`src/hw/rbd_regs.svh`:
```
`ifndef RBD_REGS_SVH
`define RBD_REGS_SVH

// ----------------------------------------
// register byte offsets
// ----------------------------------------
`define RBD_OFF_CTRL     8'h00
`define RBD_OFF_CMD      8'h04
`define RBD_OFF_BANK     8'h08
`define RBD_OFF_WREG     8'h0C
`define RBD_OFF_STATUS   8'h10
`define RBD_OFF_INDEX    8'h14
`define RBD_OFF_EADDR    8'h18
`define RBD_OFF_RESULT   8'h1C

// ----------------------------------------
// field positions
// ----------------------------------------
`define RBD_CTRL_EXT     0
`define RBD_CMD_D        8
`define RBD_CMD_A        9
`define RBD_CMD_OP       10
`define RBD_ST_C         0
`define RBD_ST_Z         2
`define RBD_ST_N         4
`define RBD_ST_BUSY      8

// ----------------------------------------
// reset values and address constants
// ----------------------------------------
`define RBD_RST_CTRL     1'b0
`define RBD_RST_BANK     4'h0
`define RBD_RST_BYTE     8'h00
`define RBD_RST_INDEX    12'h000
`define RBD_RST_ADDR     12'h000
`define RBD_LIT_LIMIT    8'h5F
`define RBD_SFR_PAGE     4'hF
`define RBD_LOW_PAGE     4'h0

// ----------------------------------------
// timing
// ----------------------------------------
`define RBD_EXEC_NS      10
`define RBD_CLK_NS       10
`define RBD_EXEC_CYC     (`RBD_EXEC_NS / `RBD_CLK_NS)

`endif

```
`src/hw/rbd_pkg.sv`:
```
`default_nettype none
package rbd_pkg;

  typedef enum logic [2:0] {
    RBD_IDLE  = 3'b001,
    RBD_EXEC  = 3'b010,
    RBD_WBACK = 3'b100
  } rbd_state_t;

  typedef enum logic {
    RBD_ROTATE_LEFT_PLAIN      = 1'b0,
    RBD_ROTATE_RIGHT_VIA_CARRY = 1'b1
  } rbd_op_t;

endpackage

`default_nettype wire

```
`src/hw/rbd_rotate_bit_datapath.sv`:
```
`timescale 1ns/1ps
`default_nettype none
`include "rbd_regs.svh"

module rbd_rotate_bit_datapath (
  input  wire logic        clk,
  input  wire logic        rst_n,
  input  wire logic        wb_cyc_i,
  input  wire logic        wb_stb_i,
  input  wire logic        wb_we_i,
  input  wire logic [7:0]  wb_adr_i,
  input  wire logic [3:0]  wb_sel_i,
  input  wire logic [31:0] wb_dat_i,
  output logic      [31:0] wb_dat_o,
  output logic             wb_ack_o,
  output logic      [11:0] fr_addr,
  input  wire logic [7:0]  fr_rdata,
  output logic             fr_we,
  output logic      [7:0]  fr_wdata
);

  // ----------------------------------------
  // state
  // ----------------------------------------
  rbd_pkg::rbd_state_t state;
  rbd_pkg::rbd_state_t next_state;

  logic        ext_en;
  logic [3:0]  bank_pointer_register;
  logic [7:0]  wreg;
  logic        flag_c;
  logic        flag_z;
  logic        flag_n;
  logic [11:0] index_base;
  logic [7:0]  cmd_f;
  logic        cmd_d;
  logic        cmd_a;
  rbd_pkg::rbd_op_t cmd_op;
  logic [7:0]  result;

  logic        bus_req;
  logic        bus_wr;
  logic        cmd_go;
  logic [7:0]  rotate_left_plain;
  logic [7:0]  rotate_right_via_carry;
  logic [7:0]  next_result;
  logic        next_c;
  logic [31:0] next_rdata;

  // ----------------------------------------
  // decode helpers
  // ----------------------------------------
  function automatic logic reg_hit(input logic [7:0] adr, input logic [7:0] off);
    reg_hit = (adr == off);
  endfunction

  function automatic logic [11:0] eff_addr(
    input logic [7:0]  f,
    input logic        a,
    input logic [3:0]  bank,
    input logic        ext,
    input logic [11:0] base
  );
    logic [11:0] addr;
    addr = `RBD_RST_ADDR;
    if (a) begin
      addr = {bank, f};
    end else if (ext && (f <= `RBD_LIT_LIMIT)) begin
      addr = 12'(base + {4'h0, f});
    end else if (f <= `RBD_LIT_LIMIT) begin
      addr = {`RBD_LOW_PAGE, f};
    end else begin
      addr = {`RBD_SFR_PAGE, f};
    end
    eff_addr = addr;
  endfunction

  // ----------------------------------------
  // bus request decode
  // ----------------------------------------
  // one answer per request: ack is held off in the cycle it is high
  assign bus_req = wb_cyc_i & wb_stb_i & ~wb_ack_o;
  assign bus_wr  = bus_req & wb_we_i;
  // a command written while busy is dropped, not queued
  assign cmd_go  = bus_wr & reg_hit(wb_adr_i, `RBD_OFF_CMD) & (state == rbd_pkg::RBD_IDLE)
                   & wb_sel_i[0] & wb_sel_i[1];

  // ----------------------------------------
  // rotate datapath
  // ----------------------------------------
  genvar gi;
  generate
    for (gi = 1; gi < 8; gi = gi + 1) begin : g_rot
      assign rotate_left_plain[gi]          = fr_rdata[gi - 1];
      assign rotate_right_via_carry[gi - 1] = fr_rdata[gi];
    end
  endgenerate
  assign rotate_left_plain[0]      = fr_rdata[7];
  assign rotate_right_via_carry[7] = flag_c;

  always_comb begin
    next_result = rotate_left_plain;
    next_c      = flag_c;
    case (cmd_op)
      rbd_pkg::RBD_ROTATE_LEFT_PLAIN: begin
        next_result = rotate_left_plain;
        next_c      = flag_c;
      end
      rbd_pkg::RBD_ROTATE_RIGHT_VIA_CARRY: begin
        next_result = rotate_right_via_carry;
        next_c      = fr_rdata[0];
      end
      default: begin
        next_result = rotate_left_plain;
        next_c      = flag_c;
      end
    endcase
  end

  // ----------------------------------------
  // sequencer
  // ----------------------------------------
  always_comb begin
    next_state = state;
    case (state)
      rbd_pkg::RBD_IDLE: begin
        if (cmd_go) begin
          next_state = rbd_pkg::RBD_EXEC;
        end
      end
      rbd_pkg::RBD_EXEC: begin
        next_state = cmd_d ? rbd_pkg::RBD_WBACK : rbd_pkg::RBD_IDLE;
      end
      rbd_pkg::RBD_WBACK: begin
        next_state = rbd_pkg::RBD_IDLE;
      end
      default: begin
        next_state = rbd_pkg::RBD_IDLE;
      end
    endcase
  end

  always_ff @(posedge clk or negedge rst_n) begin
    if (!rst_n) begin
      state <= rbd_pkg::RBD_IDLE;
    end else begin
      state <= next_state;
    end
  end

  // ----------------------------------------
  // command latch and file address
  // ----------------------------------------
  // address is frozen at issue so a bank change mid-op cannot tear it
  always_ff @(posedge clk or negedge rst_n) begin
    if (!rst_n) begin
      cmd_f   <= `RBD_RST_BYTE;
      cmd_d   <= 1'b0;
      cmd_a   <= 1'b0;
      cmd_op  <= rbd_pkg::RBD_ROTATE_LEFT_PLAIN;
      fr_addr <= `RBD_RST_ADDR;
    end else if (cmd_go) begin
      cmd_f   <= wb_dat_i[7:0];
      cmd_d   <= wb_dat_i[`RBD_CMD_D];
      cmd_a   <= wb_dat_i[`RBD_CMD_A];
      cmd_op  <= rbd_pkg::rbd_op_t'(wb_dat_i[`RBD_CMD_OP]);
      fr_addr <= eff_addr(wb_dat_i[7:0], wb_dat_i[`RBD_CMD_A], bank_pointer_register,
                          ext_en, index_base);
    end
  end

  // ----------------------------------------
  // result and write-back
  // ----------------------------------------
  always_ff @(posedge clk or negedge rst_n) begin
    if (!rst_n) begin
      result <= `RBD_RST_BYTE;
    end else if (state == rbd_pkg::RBD_EXEC) begin
      result <= next_result;
    end
  end

  always_ff @(posedge clk or negedge rst_n) begin
    if (!rst_n) begin
      fr_we    <= 1'b0;
      fr_wdata <= `RBD_RST_BYTE;
    end else begin
      fr_we <= (state == rbd_pkg::RBD_EXEC) & cmd_d;
      if (state == rbd_pkg::RBD_EXEC) begin
        fr_wdata <= next_result;
      end
    end
  end

  // ----------------------------------------
  // accumulator: execution beats a same-cycle bus write
  // ----------------------------------------
  always_ff @(posedge clk or negedge rst_n) begin
    if (!rst_n) begin
      wreg <= `RBD_RST_BYTE;
    end else if ((state == rbd_pkg::RBD_EXEC) && !cmd_d) begin
      wreg <= next_result;
    end else if (bus_wr && reg_hit(wb_adr_i, `RBD_OFF_WREG) && wb_sel_i[0]) begin
      wreg <= wb_dat_i[7:0];
    end
  end

  // ----------------------------------------
  // status flags
  // ----------------------------------------
  always_ff @(posedge clk or negedge rst_n) begin
    if (!rst_n) begin
      flag_c <= 1'b0;
      flag_z <= 1'b0;
      flag_n <= 1'b0;
    end else if (state == rbd_pkg::RBD_EXEC) begin
      flag_c <= next_c;
      flag_z <= (next_result == `RBD_RST_BYTE);
      flag_n <= next_result[7];
    end else if (bus_wr && reg_hit(wb_adr_i, `RBD_OFF_STATUS) && wb_sel_i[0]) begin
      flag_c <= wb_dat_i[`RBD_ST_C];
      flag_z <= wb_dat_i[`RBD_ST_Z];
      flag_n <= wb_dat_i[`RBD_ST_N];
    end
  end

  // ----------------------------------------
  // configuration registers
  // ----------------------------------------
  always_ff @(posedge clk or negedge rst_n) begin
    if (!rst_n) begin
      ext_en <= `RBD_RST_CTRL;
    end else if (bus_wr && reg_hit(wb_adr_i, `RBD_OFF_CTRL) && wb_sel_i[0]) begin
      ext_en <= wb_dat_i[`RBD_CTRL_EXT];
    end
  end

  always_ff @(posedge clk or negedge rst_n) begin
    if (!rst_n) begin
      bank_pointer_register <= `RBD_RST_BANK;
    end else if (bus_wr && reg_hit(wb_adr_i, `RBD_OFF_BANK) && wb_sel_i[0]) begin
      bank_pointer_register <= wb_dat_i[3:0];
    end
  end

  always_ff @(posedge clk or negedge rst_n) begin
    if (!rst_n) begin
      index_base <= `RBD_RST_INDEX;
    end else if (bus_wr && reg_hit(wb_adr_i, `RBD_OFF_INDEX)) begin
      if (wb_sel_i[0]) begin
        index_base[7:0] <= wb_dat_i[7:0];
      end
      if (wb_sel_i[1]) begin
        index_base[11:8] <= wb_dat_i[11:8];
      end
    end
  end

  // ----------------------------------------
  // bus read and acknowledge
  // ----------------------------------------
  always_comb begin
    next_rdata = 32'h0000_0000;
    case (wb_adr_i)
      `RBD_OFF_CTRL:   next_rdata[`RBD_CTRL_EXT] = ext_en;
      `RBD_OFF_CMD:    next_rdata[10:0] = {cmd_op, cmd_a, cmd_d, cmd_f};
      `RBD_OFF_BANK:   next_rdata[3:0] = bank_pointer_register;
      `RBD_OFF_WREG:   next_rdata[7:0] = wreg;
      `RBD_OFF_STATUS: begin
        next_rdata[`RBD_ST_C]    = flag_c;
        next_rdata[`RBD_ST_Z]    = flag_z;
        next_rdata[`RBD_ST_N]    = flag_n;
        next_rdata[`RBD_ST_BUSY] = (state != rbd_pkg::RBD_IDLE);
      end
      `RBD_OFF_INDEX:  next_rdata[11:0] = index_base;
      `RBD_OFF_EADDR:  next_rdata[11:0] = fr_addr;
      `RBD_OFF_RESULT: next_rdata[7:0] = result;
      default:         next_rdata = 32'h0000_0000;
    endcase
  end

  // unmapped offsets still ack, reading zero, so a stray access never hangs
  always_ff @(posedge clk or negedge rst_n) begin
    if (!rst_n) begin
      wb_ack_o <= 1'b0;
      wb_dat_o <= 32'h0000_0000;
    end else begin
      wb_ack_o <= bus_req;
      if (bus_req && !wb_we_i) begin
        wb_dat_o <= next_rdata;
      end
    end
  end

endmodule

`default_nettype wire

```
`config.mk`:
```
export PLATFORM = sky130hd
export DESIGN_NAME = rbd_rotate_bit_datapath
export DESIGN_NICKNAME = d
export VERILOG_FILES = /design/src/hw/rbd_pkg.sv /design/src/hw/rbd_rotate_bit_datapath.sv
export VERILOG_INCLUDE_DIRS = /design/src /design/src/hw
export SDC_FILE = /design/constraint.sdc
export NUM_CORES = 1
export LEC_CHECK = 0
export BUFFER_PORTS_ARGS = -buffer_cell sky130_fd_sc_hd__buf_2
export CAP_MARGIN = 40
export CORE_MARGIN = 2
export CORE_UTILIZATION = 30
export CTS_BUF_LIST = sky130_fd_sc_hd__clkbuf_16
export DETAILED_ROUTE_END_ITERATION = 6
export GPL_TIMING_DRIVEN = 0
export PLACE_DENSITY = 0.6
export SLEW_MARGIN = 10
export SYNTH_ARGS = -nofsm -noshare
export SYNTH_HDL_FRONTEND = slang
export SYNTH_SLANG_ARGS = --single-unit
```
`constraint.sdc`:
```
create_clock -name clk -period 2 [get_ports clk]
set_input_delay 0.1 -clock clk [delete_from_list [all_inputs] [get_ports clk]]
set_output_delay 0.1 -clock clk [all_outputs]
set_load 0.005 [all_outputs]
```
# ---- Word-level counts from Yosys, hierarchy flattened
# Cells that the tools add are included.
dict set report op_classes {
  n_eq_ne 12
  mul 0
  muxes 25
  reduce_logical 21
  div_mod_pow 0
  bitwise_logic 10
  magnitude_cmp 1
  add_sub_neg 1
  shift 0
}
# operator n
set ops {}
lappend ops {{$mux 12} 3}
lappend ops {{$eq 8x5->1 const B} 4}
lappend ops {{$pmux 1 s6} 3}
lappend ops {{$eq 8x4->1 const B} 2}
lappend ops {{$logic_not 8->1} 2}
lappend ops {{$mux 8} 2}
lappend ops {{$pmux 8 s2} 1}
lappend ops {{$pmux 3 s5} 1}
lappend ops {{$add 12x8->12} 1}
lappend ops {{$logic_and 1x1->1} 12}
lappend ops {{$and 1x1->1} 8}
lappend ops {{$eq 8x3->1 const B} 1}
lappend ops {{$le 8x7->1 const B} 1}
lappend ops {{$pmux 1 s8} 1}
lappend ops {{$mux 1} 7}
lappend ops {{$pmux 1 s7} 1}
lappend ops {{$mux 3} 2}
lappend ops {{$pmux 2 s3} 1}
lappend ops {{$pmux 3 s2} 1}
lappend ops {{$reduce_and 2->1} 3}
lappend ops {{$ne 2x2->1 const B} 2}
lappend ops {{$pmux 1 s4} 1}
lappend ops {{$reduce_bool 2->1} 2}
lappend ops {{$eq 3x1->1 const B} 1}
lappend ops {{5 further kinds} 7}
dict set report word_totals {
  romBits 0
  latch_bits 0
  mem_count 0
  out_inout_bits 54
  ram_bits 0
  word_cells 88
  inputBits 57
  register_bits 76
}

# ---- Depth between registers and ports, before layout
dict set report depth {
  depth_word 9
  ltp_mapped 8
  mapped_depth_nobuf 8
}

# ---- Least setup slack after synthesis
# No wires, ideal clock.
dict set report synth_path {
  path_kind {register -> register}
  from {register index_base[0]}
  to {register fr_addr[8]}
  stages_incl_launch_ff 9
  n_path_buf 0
  arrival_ns 1.830
  setup_time_ns 0.082
  t_required_ns 1.918
  period_less_slack_ns 1.912
  path_slack_ns 0.088
  path_cell_list {dfrtp_1 > ha_1 > inv_1 > fa_1 > nor2b_1 > o2111ai_1 > a2111oi_0 > nor2_1 > a31oi_1}
}
dict set report synth_between {
  elab_chain_len 3
}
# element line_no
set synth_rtl {}
lappend synth_rtl {{from (decl)} rbd_rotate_bit_datapath.sv:34} ;# logic [11:0] index_base;
lappend synth_rtl {{from (signal assigned)} rbd_rotate_bit_datapath.sv:248} ;# index_base <= `RBD_RST_INDEX;
lappend synth_rtl {{from (signal assigned)} rbd_rotate_bit_datapath.sv:251} ;# index_base[7:0] <= wb_dat_i[7:0];
lappend synth_rtl {{$add 12x8->12} rbd_rotate_bit_datapath.sv:69} ;# addr = 12'(base + {4'h0, f});
lappend synth_rtl {{$mux 12} rbd_rotate_bit_datapath.sv:68} ;# end else if (ext && (f <= `RBD_LIT_LIMIT)) begin
lappend synth_rtl {{$mux 12} rbd_rotate_bit_datapath.sv:66} ;# if (a) begin
lappend synth_rtl {{to (signal assigned)} rbd_rotate_bit_datapath.sv:161} ;# fr_addr <= `RBD_RST_ADDR;
lappend synth_rtl {{to (signal assigned)} rbd_rotate_bit_datapath.sv:167} ;# fr_addr <= eff_addr(wb_dat_i[7:0], wb_dat_i[`RBD_CMD_A], bank_pointer_register,
lappend synth_rtl {{to (decl)} rbd_rotate_bit_datapath.sv:16} ;# output logic [11:0] fr_addr,
# No other way between the ends.
# A chain may end at the register's enable or synchronous reset.

# ---- Worst setup path in the final report
# Ends and elaborated chain as after synthesis.

==> metrics.md <==
| Metric | Value |
|---|---|
| DPL Wire Length | around 10000 um |
| Initial Utilization | between 30% and 40% |
| Synth Register Bits | 76 |
| Avg Vias per Cell | between 5 and 6 |
| Pwr Density | around 640 nW/um^2 |
| Yosys synthesis warning count | 0 |
| Required time worst endpoint | ~2300 ps |
| Leakage power | roughly 2.6 nW |
| Routed len/inst | ~18 um |
| Final core occ | 38.4% |
| Clock latency on the worst-skew pair | ~340 ps |
| P_sw | 0.869 mW |
| CP Cell Sequence | ha_4 -> inv_2 -> fa_2 -> nor2b_4 -> o2111ai_4 -> a2111oi_4 -> nor2_1 -> a31oi_1 |
| Clock network fraction of design power | between 40% and 50% |
| Mapped Area | 4370 um^2 |
| Clock Path Buffers | 2 |
| RSZ-0062 raised after global routing | yes |
| Die Y | roughly 120 um |
| Slowest CP cell | dfrtp_1 |
| Fmax | approximately 500 MHz |
| Hold Vio Cnt, Final | 0 |
| Total gr overflow | 0 |
| Post-DP Area | roughly 5000 um^2 |
| Drt total wl | about 13000 um |
| Final max-slew violation count | 0 |
| Net Sw Frac | ~25% |
| Die area | around 16000 um^2 |
| Critical path endpoint category | register |
| Post-synth cell types | 62 |
| Root Driver | clkbuf_16 |
| Max incr delay on CP | roughly 400 ps |
| VDD IR max | 423 uV |
| Synth async-reset ratio | 100% |
| Sequential fraction of the synthesis area | a little over two fifths |
| Fin crit share | 99.9% |
| Post-route ant nets | 0 |
| Worst Path Max Fanout | 4 |
| Worst slew margin | between 60% and 70% |
| Initial DRT Pass Iterations | 4 |
| Site Rows | 44 |
| Core ar. | ~14000 um^2 |
| CTS tree | done |
| CP Class | reg -> reg |
| Post-synth EDFFs | 0 |
| Setup Viol. Count Final | 0 |
| Max-Cap Viols | 0 |
| Reg clk slew, reported paths | around 60 ps |
| Seq pwr share | between 40% and 50% |
| Minimum clock period | 2000 ps |
| Synth Flop Type | dfrtp_1 |
| Crit path DAT | 2260 ps |
| # clock sinks | 76 |
| Synth-to-layout area growth | 26.4% |
| Syn Inst Count | roughly 420 |
| Setup tns final | 0 ps |
| Internal power | 2.65 mW |
| # H-tree levels | 3 |
| Syn Area/Cell | 10.3 um^2 |
| PortBufs | 66 |
| Worst slew pin tran | around 600 ps |
| Vias in the first global route | approximately 3700 |
| Hold WC Path Type | in -> reg |
| Drc violations | 0 |
| Pin count of the biggest net entering global routing | 42 |
| Critical path startpoint category | register |
| TritonCTS Buffers | 9 |
| Boundary pin count | roughly 110 |
| Final GP Congestion | 0.890 |
| Via count | about 3700 |
| Initial antenna violation count | 0 |
| Layout cells sized above 1 | between 30% and 40% |
| First-pass GRT wire length | between 20000 and 25000 um |
| Post-route cell area | 5520 um^2 |
| Worst Skew | approximately 8.5 ps |
| Gate power share | roughly a tenth |
| Die X-Extent | 125 um |
| Nets | between 500 and 600 |
| Antenna cells | 0 |
| DRT iter0 DRCs | between 150 and 200 |
| Tot GR Track Use | 17.0% |
| Run status | completed |
## what timing repair did
item | CTS | global route
pin swaps | 3 | 0
endpoints found under the hold margin | 37 | 0
buffers inserted | 4 | 0
gates resized for setup | 12 | 15
endpoints found under the setup margin | 25 | 17
hold buffers | 5 | 0
## worst max-delay path: cells and delay by family (launching register included)
kind	cells	cell delay, ps
adder cells (fa/ha/maj)	2	530
flip-flops	1	390
AND/OR/NAND/NOR	2	280
buffers and inverters	1	40
AO/OA/AOI/OAI	3	690
## sequential cells by signal, indices dropped and copies added (netlist names)
name / count
cmd_a: 1
fr_addr: 12
bank_pointer_register: 4
cmd_d: 1
fr_we: 1
flag_n: 1
flag_z: 1
fr_wdata: 8
cmd_f: 8
cmd_op: 1
ext_en: 1
wreg: 8
wb_dat_o: 12
state: 3
index_base: 12
wb_ack_o: 1
flag_c: 1
## synth_stat cells (all sizes together), types with 3 or more instances
cell type   n  share of area [%]
buf        28                4.6
a31oi       5               0.72
a211oi      3               0.63
mux4        5                2.6
nor3        7                1.3
and2        3               0.43
a21oi      26                3.0
inv        12                1.0
nand2b      5               0.72
mux2i      37                8.5
nand2      37                3.2
a22oi       8                1.4
clkbuf     15                1.3
o21ai      27                3.1
nand4       8                1.3
nor2b       8                1.2
nor2       24                2.1
o21a        3               0.52
nand3      10                1.1
mux2       28                7.2
dfrtp      75                 43
o211ai      3               0.74
ha          8                2.3
or3         3               0.43
xor2        5                1.0
## final cells by class
cell class,count,area [um^2]
fill,1447,8840
multi-input combinational,312,2370
sequential,76,1900
timing repair buffer,76,433
buffer,41,251
tap,184,230
clock buffer,9,225
clock inverter,7,67.6
inverter,12,45.0
## cell families after synthesis
group / after synthesis / share of synthesized area (%)
adders and majority gates: 9 / 2.75
DFF: 76 / 43.5
other: 1 / 0.0858
AOI/OAI and AO/OA: 94 / 14.0
muxes: 70 / 18.3
xor gates and xnor gates: 5 / 1.00
and+or+nand+nor: 114 / 13.5
buffers and inverters: 55 / 6.93
## power by group through the flow
stage	Combinational, mW	Sequential, mW	Clock [mW]
finish	0.349	1.57	1.61
global route	0.385	1.57	1.69
CTS	0.336	1.57	1.64
detailed placement	0.320	1.59	0
global placement	0.309	1.59	0
floorplan	0.176	1.59	0
## placed cells by master, fill, tap and decap left out, drive strengths merged, types with 10 or more instances in the layout
cell type	count
mux2	28
dfrtp	75
nor2	24
nand3	10
o21ai	27
nand2	37
clkbuf	22
conb	20
buf	99
mux2i	37
inv	12
a21oi	26
## path summary, 6_finish.rpt
| check | startpoint | end | slack, ps | cells after the start |
|---|---|---|---|---|
| worst min-delay path | wb_dat_i[10] | cmd_op | 30 | 2 |
| worst min register to register | wb_dat_o[6] | wb_dat_o[6] | 480 | 2 |
| worst max-delay path | index_base[0] | fr_addr[8] | 2 | 8 |
| min in group asynchronous | rst_n | wb_dat_o[10] | 250 | 2 |
| worst max register to register | index_base[0] | fr_addr[8] | 2 | 8 |
| max in group asynchronous | rst_n | fr_wdata[4] | 1150 | 3 |
## stage by stage
| stage | instances | hold WS [ps] | power, mW | setup WS [ps] |
|---|---|---|---|---|
| after floorplan | 443 | -196 | 1.77 | 87.9 |
| after global placement | 693 | 335 | 1.90 | -254 |
| after detailed placement | 694 | 90.7 | 1.91 | -296 |
| after CTS | 718 | 27.6 | 3.54 | 15.3 |
| after global routing | 717 | 29.1 | 3.64 | -115 |
| final | 717 | 27.3 | 3.52 | 1.53 |
## metal layers
layer  up-vias  wire (um)  part of all wire, %  GRT usage (%)
li1       1710          -                    -              -
met5         -          0                    0              0
met3        20        837                  6.5           4.55
met1      1807       5810                   45           23.1
met2       149       5980                   46           26.1
met4         0        270                  2.1           5.68
No activity file was read; power rests on OpenSTA's default activity.
